===== src/gauge_status_pkg.sv =====
// Constants shared by the gauge status readout and its shift register.
// Assumes a single 10 MHz clock and a synchronous, active-high reset.
package gauge_status_pkg;

  // Word and frame geometry.
  localparam int unsigned WORD_W     = 16;
  localparam int unsigned ACC_W      = 15;
  localparam int unsigned CNT_W      = 5;
  localparam int unsigned SEL_W      = 4;

  // Positions of the status select field inside a received command word.
  localparam int unsigned SEL_HI     = 11;
  localparam int unsigned SEL_LO     = 8;

  // Command address carried in the top bits of a received word.
  localparam int unsigned ADDR_HI    = 15;
  localparam int unsigned ADDR_LO    = 13;
  localparam logic [2:0]  ADDR_GAUGE_CFG = 3'h0;

  // Gauge enable bits inside the gauge configuration command.
  localparam int unsigned CFG_EN0    = 0;
  localparam int unsigned CFG_EN1    = 4;

  // Values after reset.
  localparam logic [SEL_W-1:0]  SEL_RESET = 4'h0;
  localparam logic [ACC_W-1:0]  ACC_RESET = 15'h0000;
  localparam logic [WORD_W-1:0] WORD_ZERO = 16'h0000;
  // Idle levels of the synchronised pins, chip select first: only chip select idles high.
  localparam logic [13:0]       SYNC_IDLE = 14'h2000;

  // Select codes for the other word types.
  localparam logic [SEL_W-1:0] SEL_POS0 = 4'hc;
  localparam logic [SEL_W-1:0] SEL_POS1 = 4'hd;

  // Frame engine states, gray coded along idle, active, close.
  typedef enum logic [1:0] {
    ST_IDLE   = 2'b00,
    ST_ACTIVE = 2'b01,
    ST_CLOSE  = 2'b11
  } frame_state_e;

endpackage


===== src/gauge_status_readout.sv =====
// Status readout of a dual step-motor gauge driver: selects, builds and shifts
// out the status word, and keeps the sticky fault and movement flags.
// Assumes the host is the serial master; all pins are asynchronous to mclk.
//
// How it works
// - The status select field only changes on a valid gauge config write or reset.
// - Select bit 11 low picks the device status word.
// - Select bits 11:10 equal to 10 pick the accumulator word.
// - Status bits 15 and 14 show gauge 1 and gauge 0 direction.
// - Status bits 13 and 12 show each gauge's configured zero side.
// - Status bits 11 and 10 read 1 while a gauge is off target.
// - Status bit 9 is a sticky overvoltage flag since the last device status message.
// - Overvoltage disables the coil drivers of both gauges.
// - Status bit 8 is sticky undervoltage; it never disables outputs.
// - Status bit 7 reports clock calibration out of range.
// - Status bit 6 is the OR of sticky under and overvoltage.
// - Status bits 5 and 4 show movement since the last message.
// - Status bits 3 and 2 show zero return, held until the next message unless the run request drops.
// - Status bits 1 and 0 latch overtemperature, disable, clear on re-enable.
// - Accumulator word bit 15 shows any zero return in progress.
// - Accumulator word bits 14 to 0 carry the back-EMF accumulator.
// - The accumulator field reads zero after any reset.
// - The accumulator field holds its last value after a zero return.
// - Chip select falling loads the selected word; shifted out MSB first.
// - Only frames of a nonzero multiple of 16 bits take effect.
// - Supply fault flags clear only after the device word went out validly.
// - Select 1100, 1101 and 111x pick position and velocity words.
`timescale 1ns/1ps
module gauge_status_readout
  import gauge_status_pkg::*;
(
  // Clock and reset.
  input  wire logic              mclk,
  input  wire logic              srst,
  // Serial pins from the host.
  input  wire logic              cs_n,
  input  wire logic              sclk,
  input  wire logic              sdi,
  // Serial output, enable low while driving.
  output logic                   sdo,
  output logic                   sdo_oe_n,
  // Gauge motion state.
  input  wire logic              gauge1_direction,
  input  wire logic              gauge0_direction,
  input  wire logic              gauge1_zero_side,
  input  wire logic              gauge0_zero_side,
  input  wire logic              gauge1_not_at_target,
  input  wire logic              gauge0_not_at_target,
  input  wire logic              gauge1_step,
  input  wire logic              gauge0_step,
  // Zero return state.
  input  wire logic              gauge1_zero_return_run,
  input  wire logic              gauge0_zero_return_run,
  input  wire logic              gauge1_zero_found,
  input  wire logic              gauge0_zero_found,
  input  wire logic [ACC_W-1:0]  backemf_accumulator,
  input  wire logic              accumulator_update,
  // Other status words, built elsewhere.
  input  wire logic [WORD_W-1:0] gauge0_position_word,
  input  wire logic [WORD_W-1:0] gauge1_position_word,
  input  wire logic [WORD_W-1:0] velocity_word,
  // Supply, clock and temperature monitors.
  input  wire logic              supply_over,
  input  wire logic              supply_under,
  input  wire logic              clock_cal_bad,
  input  wire logic              gauge1_overtemp,
  input  wire logic              gauge0_overtemp,
  // Results toward the rest of the device.
  output logic                   gauge1_enable,
  output logic                   gauge0_enable,
  output logic [WORD_W-1:0]      command_word,
  output logic                   command_valid,
  output logic [SEL_W-1:0]       status_select_field
);

  // Select decoding, used for the load and for deciding which flags a frame clears.
  function automatic logic sel_is_device(input logic [SEL_W-1:0] sel);
    sel_is_device = ~sel[3];
  endfunction

  function automatic logic [WORD_W-1:0] pick_word(input logic [SEL_W-1:0] sel,
                                                  input logic [WORD_W-1:0] dev,
                                                  input logic [WORD_W-1:0] acc,
                                                  input logic [WORD_W-1:0] p0,
                                                  input logic [WORD_W-1:0] p1,
                                                  input logic [WORD_W-1:0] vel);
    if (sel_is_device(sel))
      pick_word = dev;
    else if (!sel[2])
      pick_word = acc;
    else if (sel == SEL_POS0)
      pick_word = p0;
    else if (sel == SEL_POS1)
      pick_word = p1;
    else
      pick_word = vel;
  endfunction

  // Two-flop synchronisers for every pin and monitor from outside mclk.
  // They reset to the pins' idle levels, so no false edge or fault follows a reset.
  localparam int unsigned NSYNC = 14;
  logic [NSYNC-1:0] raw_in;
  logic [NSYNC-1:0] sync1_ff;
  logic [NSYNC-1:0] sync2_ff;

  assign raw_in = {cs_n, sclk, sdi, supply_over, supply_under, clock_cal_bad,
                   gauge1_overtemp, gauge0_overtemp, gauge1_step, gauge0_step,
                   gauge1_zero_found, gauge0_zero_found,
                   gauge1_zero_return_run, gauge0_zero_return_run};

  always_ff @(posedge mclk)
  begin
    if (srst)
    begin
      sync1_ff <= SYNC_IDLE;
      sync2_ff <= SYNC_IDLE;
    end
    else
    begin
      sync1_ff <= raw_in;
      sync2_ff <= sync1_ff;
    end
  end

  logic cs_s, sclk_s, sdi_s, ov_s, uv_s, cal_s, ot1_s, ot0_s;
  logic step1_s, step0_s, zf1_s, zf0_s, zr1_s, zr0_s;
  assign {cs_s, sclk_s, sdi_s, ov_s, uv_s, cal_s, ot1_s, ot0_s,
          step1_s, step0_s, zf1_s, zf0_s, zr1_s, zr0_s} = sync2_ff;

  // Whole state of the readout in one record.
  typedef struct packed {
    frame_state_e      state;
    logic              cs_d;
    logic              sclk_d;
    logic              step1_d;
    logic              step0_d;
    logic [CNT_W-1:0]  bits;
    logic              bits_nz;
    logic              sent_device;
    logic [SEL_W-1:0]  sel;
    logic              ov;
    logic              uv;
    logic              ot1;
    logic              ot0;
    logic              gauge1_moved_flag;
    logic              gauge0_moved_flag;
    logic              gauge1_zero_return_active;
    logic              gauge0_zero_return_active;
    logic              zf1;
    logic              zf0;
    logic [ACC_W-1:0]  acc;
    logic              en1;
    logic              en0;
    logic              oe_n;
    logic [WORD_W-1:0] cmd;
    logic              cmd_v;
  } readout_s;

  readout_s st_ff;
  readout_s nxt_st;

  logic              cs_fall, cs_rise, sclk_rise, sclk_fall;
  logic [WORD_W-1:0] dev_word, acc_word, rx_word;
  logic              shift_out;

  assign cs_fall   = st_ff.cs_d & ~cs_s;
  assign cs_rise   = ~st_ff.cs_d & cs_s;
  assign sclk_rise = ~st_ff.sclk_d & sclk_s & ~cs_s;
  assign sclk_fall = st_ff.sclk_d & ~sclk_s & ~cs_s;

  // Device status word, live gauge state mixed with the sticky flags.
  assign dev_word = {gauge1_direction, gauge0_direction,
                     gauge1_zero_side, gauge0_zero_side,
                     gauge1_not_at_target, gauge0_not_at_target,
                     st_ff.ov, st_ff.uv,
                     cal_s,
                     st_ff.ov | st_ff.uv,
                     st_ff.gauge1_moved_flag, st_ff.gauge0_moved_flag,
                     st_ff.gauge1_zero_return_active, st_ff.gauge0_zero_return_active,
                     st_ff.ot1, st_ff.ot0};

  assign acc_word = {st_ff.gauge1_zero_return_active | st_ff.gauge0_zero_return_active, st_ff.acc};

  status_shifter u_shift (
    .mclk       (mclk),
    .srst       (srst),
    .load       (cs_fall),
    .load_word  (pick_word(st_ff.sel, dev_word, acc_word, gauge0_position_word,
                           gauge1_position_word, velocity_word)),
    .sample     (sclk_rise),
    .shift      (sclk_fall),
    .serial_in  (sdi_s),
    .serial_out (shift_out),
    .rx_word    (rx_word)
  );

  logic frame_ok;
  logic clear_faults;
  logic cfg_write;
  assign frame_ok     = (st_ff.state == ST_CLOSE) && st_ff.bits_nz && (st_ff.bits == '0);
  assign clear_faults = frame_ok && st_ff.sent_device;
  assign cfg_write    = frame_ok && (rx_word[ADDR_HI:ADDR_LO] == ADDR_GAUGE_CFG);

  // Frame engine, sticky flags and enables in one pass.
  always_comb
  begin
    nxt_st         = st_ff;
    nxt_st.cs_d    = cs_s;
    nxt_st.sclk_d  = sclk_s;
    nxt_st.step1_d = step1_s;
    nxt_st.step0_d = step0_s;
    nxt_st.cmd_v   = 1'b0;

    unique case (st_ff.state)
      ST_IDLE:
      begin
        if (cs_fall)
        begin
          nxt_st.state       = ST_ACTIVE;
          nxt_st.bits        = '0;
          nxt_st.bits_nz     = 1'b0;
          nxt_st.sent_device = sel_is_device(st_ff.sel);
          nxt_st.oe_n        = 1'b0;
        end
      end
      ST_ACTIVE:
      begin
        if (sclk_rise)
        begin
          nxt_st.bits    = CNT_W'(st_ff.bits + 1'b1) & CNT_W'(WORD_W - 1);
          nxt_st.bits_nz = 1'b1;
        end
        if (cs_rise)
        begin
          nxt_st.state = ST_CLOSE;
          nxt_st.oe_n  = 1'b1;
        end
      end
      ST_CLOSE:
      begin
        nxt_st.state = ST_IDLE;
        if (frame_ok)
        begin
          nxt_st.cmd   = rx_word;
          nxt_st.cmd_v = 1'b1;
        end
        if (cfg_write)
        begin
          nxt_st.sel = rx_word[SEL_HI:SEL_LO];
          nxt_st.en1 = rx_word[CFG_EN1];
          nxt_st.en0 = rx_word[CFG_EN0];
        end
      end
      default:
      begin
        nxt_st.state = ST_IDLE;
      end
    endcase

    // Flags clear after a valid frame; a new event in the same cycle still sets them.
    if (clear_faults)
    begin
      nxt_st.ov = 1'b0;
      nxt_st.uv = 1'b0;
    end
    if (frame_ok)
    begin
      nxt_st.gauge1_moved_flag = 1'b0;
      nxt_st.gauge0_moved_flag = 1'b0;
      if (st_ff.zf1)
        nxt_st.gauge1_zero_return_active = 1'b0;
      if (st_ff.zf0)
        nxt_st.gauge0_zero_return_active = 1'b0;
    end
    if (ov_s)
    begin
      nxt_st.ov  = 1'b1;
      nxt_st.en1 = 1'b0;
      nxt_st.en0 = 1'b0;
    end
    if (uv_s)
      nxt_st.uv = 1'b1;
    if (step1_s != st_ff.step1_d)
      nxt_st.gauge1_moved_flag = 1'b1;
    if (step0_s != st_ff.step0_d)
      nxt_st.gauge0_moved_flag = 1'b1;

    // Zero return activity follows the run request; a found zero waits for a message.
    // The found mark stays until the run request drops, so a held request cannot restart it.
    if (!zr1_s)
    begin
      nxt_st.gauge1_zero_return_active = 1'b0;
      nxt_st.zf1  = 1'b0;
    end
    else if (!st_ff.gauge1_zero_return_active && !st_ff.zf1)
      nxt_st.gauge1_zero_return_active = 1'b1;
    if (!zr0_s)
    begin
      nxt_st.gauge0_zero_return_active = 1'b0;
      nxt_st.zf0  = 1'b0;
    end
    else if (!st_ff.gauge0_zero_return_active && !st_ff.zf0)
      nxt_st.gauge0_zero_return_active = 1'b1;
    if (zf1_s && st_ff.gauge1_zero_return_active)
      nxt_st.zf1 = 1'b1;
    if (zf0_s && st_ff.gauge0_zero_return_active)
      nxt_st.zf0 = 1'b1;

    // Accumulator only moves while a return runs, so it keeps its last result.
    if (accumulator_update && (st_ff.gauge1_zero_return_active | st_ff.gauge0_zero_return_active))
      nxt_st.acc = backemf_accumulator;

    // Overtemperature latches and disables; a re-enable clears it unless it persists.
    if (cfg_write && rx_word[CFG_EN1])
      nxt_st.ot1 = 1'b0;
    if (cfg_write && rx_word[CFG_EN0])
      nxt_st.ot0 = 1'b0;
    if (ot1_s)
    begin
      nxt_st.ot1 = 1'b1;
      nxt_st.en1 = 1'b0;
    end
    if (ot0_s)
    begin
      nxt_st.ot0 = 1'b1;
      nxt_st.en0 = 1'b0;
    end
  end

  // Register the record; reset leaves the device word selected and accumulator clear.
  always_ff @(posedge mclk)
  begin
    if (srst)
    begin
      st_ff        <= '0;
      st_ff.state  <= ST_IDLE;
      st_ff.cs_d   <= 1'b1;
      st_ff.sel    <= SEL_RESET;
      st_ff.acc    <= ACC_RESET;
      st_ff.oe_n   <= 1'b1;
      st_ff.cmd    <= WORD_ZERO;
    end
    else
    begin
      st_ff <= nxt_st;
    end
  end

  // The shifter output is itself a flop; the enable masks it between frames.
  assign sdo                 = shift_out;
  assign sdo_oe_n            = st_ff.oe_n;
  assign gauge1_enable       = st_ff.en1;
  assign gauge0_enable       = st_ff.en0;
  assign command_word        = st_ff.cmd;
  assign command_valid       = st_ff.cmd_v;
  assign status_select_field = st_ff.sel;

endmodule


===== src/status_shifter.sv =====
// Serial shift register for the status readout: loads a word, shifts it out MSB
// first on the link clock's falling edges and shifts incoming bits in on rising edges.
// Assumes edge strobes already synchronised to mclk by the parent.
`timescale 1ns/1ps
module status_shifter
  import gauge_status_pkg::*;
(
  // Clock and reset.
  input  wire logic              mclk,
  input  wire logic              srst,
  // Control strobes.
  input  wire logic              load,
  input  wire logic [WORD_W-1:0] load_word,
  input  wire logic              sample,
  input  wire logic              shift,
  input  wire logic              serial_in,
  // Results.
  output logic                   serial_out,
  output logic [WORD_W-1:0]      rx_word
);

  typedef struct packed {
    logic [WORD_W-1:0] tx;
    logic [WORD_W-1:0] rx;
    logic              bit_in;
  } shifter_s;

  shifter_s st_ff;
  shifter_s nxt_st;

  // Bits leaving the transmit side are followed by received bits, so a frame
  // longer than one word echoes what came in, which suits daisy chains.
  always_comb
  begin
    nxt_st = st_ff;
    if (load)
    begin
      nxt_st.tx = load_word;
    end
    if (sample)
    begin
      nxt_st.rx     = {st_ff.rx[WORD_W-2:0], serial_in};
      nxt_st.bit_in = serial_in;
    end
    if (shift && !load)
    begin
      nxt_st.tx = {st_ff.tx[WORD_W-2:0], st_ff.bit_in};
    end
  end

  always_ff @(posedge mclk)
  begin
    if (srst)
    begin
      st_ff <= '0;
    end
    else
    begin
      st_ff <= nxt_st;
    end
  end

  assign serial_out = st_ff.tx[WORD_W-1];
  assign rx_word    = st_ff.rx;

endmodule

===== config.mk =====
export PLATFORM = sky130hd
export DESIGN_NAME = gauge_status_readout
export DESIGN_NICKNAME = d
export VERILOG_FILES = /design/src/gauge_status_pkg.sv /design/src/gauge_status_readout.sv /design/src/status_shifter.sv
export SDC_FILE = /design/constraint.sdc
export NUM_CORES = 1
export LEC_CHECK = 0
export ABC_AREA = 1
export BUFFER_PORTS_ARGS = -buffer_cell sky130_fd_sc_hd__clkbuf_2
export CORE_MARGIN = 4
export CORE_UTILIZATION = 40
export DETAILED_ROUTE_END_ITERATION = 16
export HOLD_SLACK_MARGIN = 0.05
export PLACE_DENSITY = 0.69
export SLEW_MARGIN = 20
export SYNTH_ARGS = -nofsm -noshare
export SYNTH_HDL_FRONTEND = slang
export SYNTH_HIERARCHICAL = 1
export SYNTH_SLANG_ARGS = --single-unit

===== constraint.sdc =====
create_clock -name mclk -period 2.8 [get_ports mclk]
set_clock_uncertainty 0.05 [all_clocks]
set_input_delay 0 -clock mclk [delete_from_list [all_inputs] [get_ports mclk]]
set_output_delay 0 -clock mclk [all_outputs]
set_load 0.03 [all_outputs]

==> After elaboration in Yosys (flattened, before gate mapping) <==
Cells that the tools add are included.
{ "word_totals": {"regBits": 123, "mem_bits_rw": 0, "n_memories": 0, "in_bits": 86, "latch_bits": 0, "romBits": 0} }
{ "classes": {"shifts": 0, "reduce_logical": 45, "n_lt_le_gt_ge": 0, "bitwise": 16, "mul": 0, "add_sub_neg": 1, "eq_ne": 11, "n_div": 0, "n_mux": 34} }
{ "ops": {"columns": ["operator", "count"], "rows": [
  ["16-bit two-way mux", 6],
  ["2-bit nonzero test", 12],
  ["1-bit two-way mux", 19],
  ["1-bit logical AND", 12],
  ["6-bit case mux with 2 select lines", 1],
  ["2-bit AND reduction", 6],
  ["4-bit == test (second input constant)", 2],
  ["1-bit NOT", 8],
  ["7-bit two-way mux", 1],
  ["1-bit bitwise AND", 6],
  ["2-bit two-way mux", 3],
  ["6-bit two-way mux", 1],
  ["2-bit by 1-bit inequality test with 1-bit output (second input constant)", 3],
  ["3-bit AND reduction", 2],
  ["2-bit OR reduction", 3],
  ["3-bit OR reduction", 2],
  ["1-bit zero test", 5],
  ["5-bit zero test", 1],
  ["4-bit by 1-bit adder with 4-bit output (second input constant)", 1],
  ["4-bit two-way mux", 1],
  ["2-bit inequality test (second input constant)", 2],
  ["2-bit case mux with 2 select lines", 1],
  ["3-bit zero test", 1],
  ["2-bit by 1-bit == test with 1-bit output (second input constant)", 1],
  ["5 further kinds", 7]
]} }

==> Logic depth before layout (Yosys ltp) <==
{ "depth": {"depth_word": 7, "mapped_depth": 14, "mapped_depth_nobuf": 12} }

==> Modules after synthesis <==
The synthesis kept the hierarchy.
{ "modules_own_cells": {"columns": ["mod", "area_each_um2", "cells_each", "n_inst"], "rows": [
  ["gauge_status_readout", 4202.8, 591, 1],
  ["status_shifter", 1472.7, 207, 1]
]} }

==> Worst setup path after synthesis <==
OpenSTA, ideal clock, no wires.
{ "synth_path": {"kind": "register to register", "from": "register st_ff (netlist bit status_select_field[0])", "to": "register u_shift/st_ff[19] (netlist bit)", "slack_ns": 1.397, "path_stages_with_launch": 13, "arrival_ns": 1.244, "cell_sequence": "dfxtp_1 inv_2 nor2_8 nand2_4 buf_8 nand2_1 nand3_1 nand2_1 a21oi_2 nand2_1 nand3_1 nand2_1 inv_1"} }
{ "synth_between": {"elab_chain_len": 7} }
{ "synth_rtl": {"columns": ["element", "line_no", "source"], "rows": [
  ["start, declared", "gauge_status_readout.sv:159", "readout_s st_ff;"],
  ["start signal, assigned", "gauge_status_readout.sv:345", "st_ff <= nxt_st;"],
  ["4-bit == test", "gauge_status_readout.sv:93", "else if (sel == SEL_POS1)"],
  ["16-bit two-way mux", "gauge_status_readout.sv:93", null],
  ["16-bit two-way mux (*)", "gauge_status_readout.sv:91", "else if (sel == SEL_POS0)"],
  ["16-bit two-way mux (*)", "gauge_status_readout.sv:89", "else if (!sel[2])"],
  ["16-bit two-way mux (*)", "gauge_status_readout.sv:87", "if (sel_is_device(sel))"],
  ["16-bit two-way mux (*)", "status_shifter.sv:36", "if (load)"],
  ["16-bit two-way mux (*)", "status_shifter.sv:45", "if (shift && !load)"],
  ["end signal, assigned", "status_shifter.sv:59", "st_ff <= nxt_st;"],
  ["end, declared", "status_shifter.sv:28", "shifter_s st_ff;"]
]} }
Every way passes the cells marked *; elsewhere a longest branch is shown, timed or not. The select of a mux whose other input is x is not followed.
A chain may end at the register's enable or synchronous reset.

==> Worst setup path in the final report <==
{ "layout_path": {"from": "register st_ff (netlist bit status_select_field[2])", "to": "register u_shift/st_ff[26] (netlist bit)"} }
{ "layout_between": {"elab_chain_len": 7} }
{ "layout_rtl": {"columns": ["element", "line_no"], "rows": [
  ["4-bit == test", "gauge_status_readout.sv:93"],
  ["16-bit two-way mux", "gauge_status_readout.sv:93"],
  ["16-bit two-way mux", "gauge_status_readout.sv:91"],
  ["16-bit two-way mux (*)", "gauge_status_readout.sv:89"],
  ["16-bit two-way mux (*)", "gauge_status_readout.sv:87"],
  ["16-bit two-way mux (*)", "status_shifter.sv:36"],
  ["16-bit two-way mux (*)", "status_shifter.sv:45"]
]} }
Marked as above.

==> results_dict.tcl <==
set metrics [dict create \
    grt_start_max_net_pins 35 \
    syn_to_final_growth_pct 23.0 \
    maxUsedRoutingLayer "met4" \
    die_height_um 127 \
    drcViolationCount 0 \
    wl_met3_mm 1.07 \
    ir_drop_mv 0.361 \
    grt_setup_unrepaired "no" \
    sequentialPowerShare_pct 42.5 \
    antennaDiodeCount 0 \
    fin_setup_tns_ns 0 \
    antenna_left 0 \
    start_kind "flop" \
    drv_slew 0 \
    crit_required_ns 3.09 \
    antenna_found_initial 0 \
    status "completed" \
    power_frac_comb_pct 6.8 \
    met2_length_mm 6.40 \
    hp-class "in -> reg" \
    viasPerCell 4.63 \
    routedWlPerCell_um 13.1 \
    wl_met1_mm 6.74 \
    cts_tree "built" \
    synth_seq_area_share_pct 42.7 \
    portBuffers 110 \
    clkPwrFrac_pct 50.7 \
    crit_path_max_fanout 34 \
    max_stage_delay_ns 0.42 \
    cpMaxStageDelayCell "dfxtp_1" \
    leakagePower_uw 0.00348 \
    track_usage_pct 18.1 \
    max_freq_mhz 533 \
    gr-total-overflow 0 \
    ys_warn_count 6 \
    clkLatencyLatePin_ns 0.40 \
    ctsLongestPathBuffers 2 \
    drive_gt1_share_pct 19.1 \
    tightest_slew_ns 0.965 \
    power.internal_uw 3240 \
    vias 5079 \
    drt-pass1-iter-count 5 \
    final_nets 992 \
    io_pins 111 \
    drtIter0Drc 257 \
    final-hold-violation-count 0 \
    power.switching_uw 991 \
    setup_violations 0 \
    syn_nets 886 \
    powerDensity_mw_per_mm2 606 \
    clockRootBuffer "clkbuf_16" \
    synth_cell_types 32 \
    cts_buffers 17 \
    relSlewSlack_pct 35.6 \
    grt_pass1_wl_mm 23.9 \
    power.total_uw 4230 \
    cts.clk_slew.worst_paths_ns 0.05 \
    grt_pass1_vias 5008 \
    crit_top_cell "nand2_1" \
    max_cap_violations 0 \
    initial_utilization_pct 40.9 \
    cts_sinks 121 \
    synth_area_mm2 0.00568 \
    path_cells "buf_4 > nand2_2 > clkinv_4 > nand2_4 > nand2_1 > nand3_1 > nand2_1 > nand2_1 > nand2_1 > nand2_1 > nand3_1 > nand2_1 > inv_1" \
    drt_wl_total_mm 14.4 \
    syn_inst 798 \
    syn_avg_cell_area_um2 7.11 \
    hpwlAfterDp_mm 9.74 \
    fin_crit_ns 1.88 \
    critPathKind "reg -> reg" \
    htreeDepth 4 \
    die_area_mm2 0.0162 \
    gp_congestion 0.906 \
    die_w_um 127 \
    num_rows 43 \
    period_share_pct 67.0 \
    coreArea_mm2 0.0139 \
    swShare_pct 23.4 \
    crit_path_end_kind "flop" \
    worstPathArrival_ns 2.17 \
    ys_seq_elements 121 \
]
## cells by family after synthesis
logic type / share of synthesized area, %
flip-flops: 42.7
AO/OA/AOI/OAI: 8.86
adder cells (fa/ha/maj): 0.441
AND/OR/NAND/NOR: 31.6
buffers and inverters: 15.9
XOR/XNOR: 0.463
## layout make-up
type	instances	area, µm²
tap	180	225
multi-input combinational	513	2350
inverter	88	335
sequential	121	2420
fill	1352	6900
clock inverter	15	164
timing repair buffer	163	1060
clock buffer	17	425
## worst max-delay path: cells and delay by family (launching register included)
kind	cells	cell delay [ns]
simple gates	10	0.81
buf+inv	3	0.53
flops	1	0.42
## through the flow
step	cells	setup slack (ns)	hold slack (ns)	instance area [µm²]	utilization, %
after floorplan	798	1.40	0.0538	5680	-
final	1097	0.923	0.0666	6980	50.3
after global routing	1097	0.682	0.140	6980	50.3
after CTS	1097	0.923	0.0759	6980	50.3
after detailed placement	1020	0.917	0.141	5940	42.8
after global placement	1020	0.955	0.139	5940	42.8
## flip-flops by register name, summed over array words and instances, names as in the netlist
register,cells
sync2_ff,14
u_shift/serial_out,1
gauge1_enable,1
sdo_oe_n,1
gauge0_enable,1
command_word,16
sync1_ff,14
status_select_field,4
acc_word,15
u_shift/rx_word,16
u_shift/st_ff,15
command_valid,1
dev_word,8
st_ff,14
## worst paths after layout
kind                               start           endpoint  slack (ns)  cells past startpoint
setup / recovery  status_select_field[2]  u_shift/st_ff[26]        0.92                     13
hold / removal      gauge1_not_at_target  u_shift/st_ff[28]        0.07                      7
setup reg to reg  status_select_field[2]  u_shift/st_ff[26]        0.92                     13
hold reg to reg              sync1_ff[0]        sync2_ff[0]        0.35                      2
## placed cells by master (no fill, tap or decap), types with 2 or more instances in the layout
| master | instances |
|---|---|
| a21oi_2 | 10 |
| inv_1 | 83 |
| o21ai_0 | 47 |
| bufinv_16 | 2 |
| inv_2 | 3 |
| xnor2_1 | 3 |
| or2_2 | 3 |
| a21oi_1 | 36 |
| dfxtp_1 | 121 |
| nor2_1 | 152 |
| nand2_2 | 2 |
| clkinv_2 | 3 |
| clkinv_4 | 3 |
| nand2_1 | 156 |
| nor2_4 | 2 |
| dlygate4sd3_1 | 45 |
| buf_4 | 8 |
| clkbuf_16 | 17 |
| clkbuf_2 | 110 |
| ha_1 | 2 |
| nand3b_1 | 16 |
| nor2_8 | 2 |
| inv_6 | 6 |
| nand2_4 | 2 |
| nand3_1 | 77 |
## synthesized netlist by cell type, drive strengths merged
cell	n	area (µm²)
dlymetal6s2s	1	12.5
xnor2	3	26.3
nor2	156	633
a21oi	46	268
inv	86	323
buf	62	487
o21ai	47	235
nor3	1	5.00
clkbuf	12	60.1
clkinv	2	12.5
ha	2	25.0
or2	4	25.0
nand3b	16	120
dfxtp	121	2420
nand3	77	385
nand4	1	6.26
dlygate4sd1	1	8.76
nand2	160	621
## metal layers
layer | GRT usage [%] | vias up
li1 | - | 2660
met1 | 24.0 | 2226
met2 | 29.6 | 177
met3 | 4.14 | 16
met4 | 5.24 | 0
met5 | 0 | -
## power by group through the flow
stage	registers, µW	clock network (µW)	logic, µW
finish	1800	2150	286
global route	1800	2270	326
CTS	1800	2180	284
detailed placement	1840	0	232
global placement	1840	0	233
floorplan	1830	0	145
## repair_timing
| action | CTS | global route |
|---|---|---|
| buffers inserted | 0 | 0 |
| hold buffers | 45 | 0 |
| gates resized for setup | 0 | 0 |
| hold endpoints to repair | 40 | 0 |
Note: power is estimated with default switching activity, not from simulation.
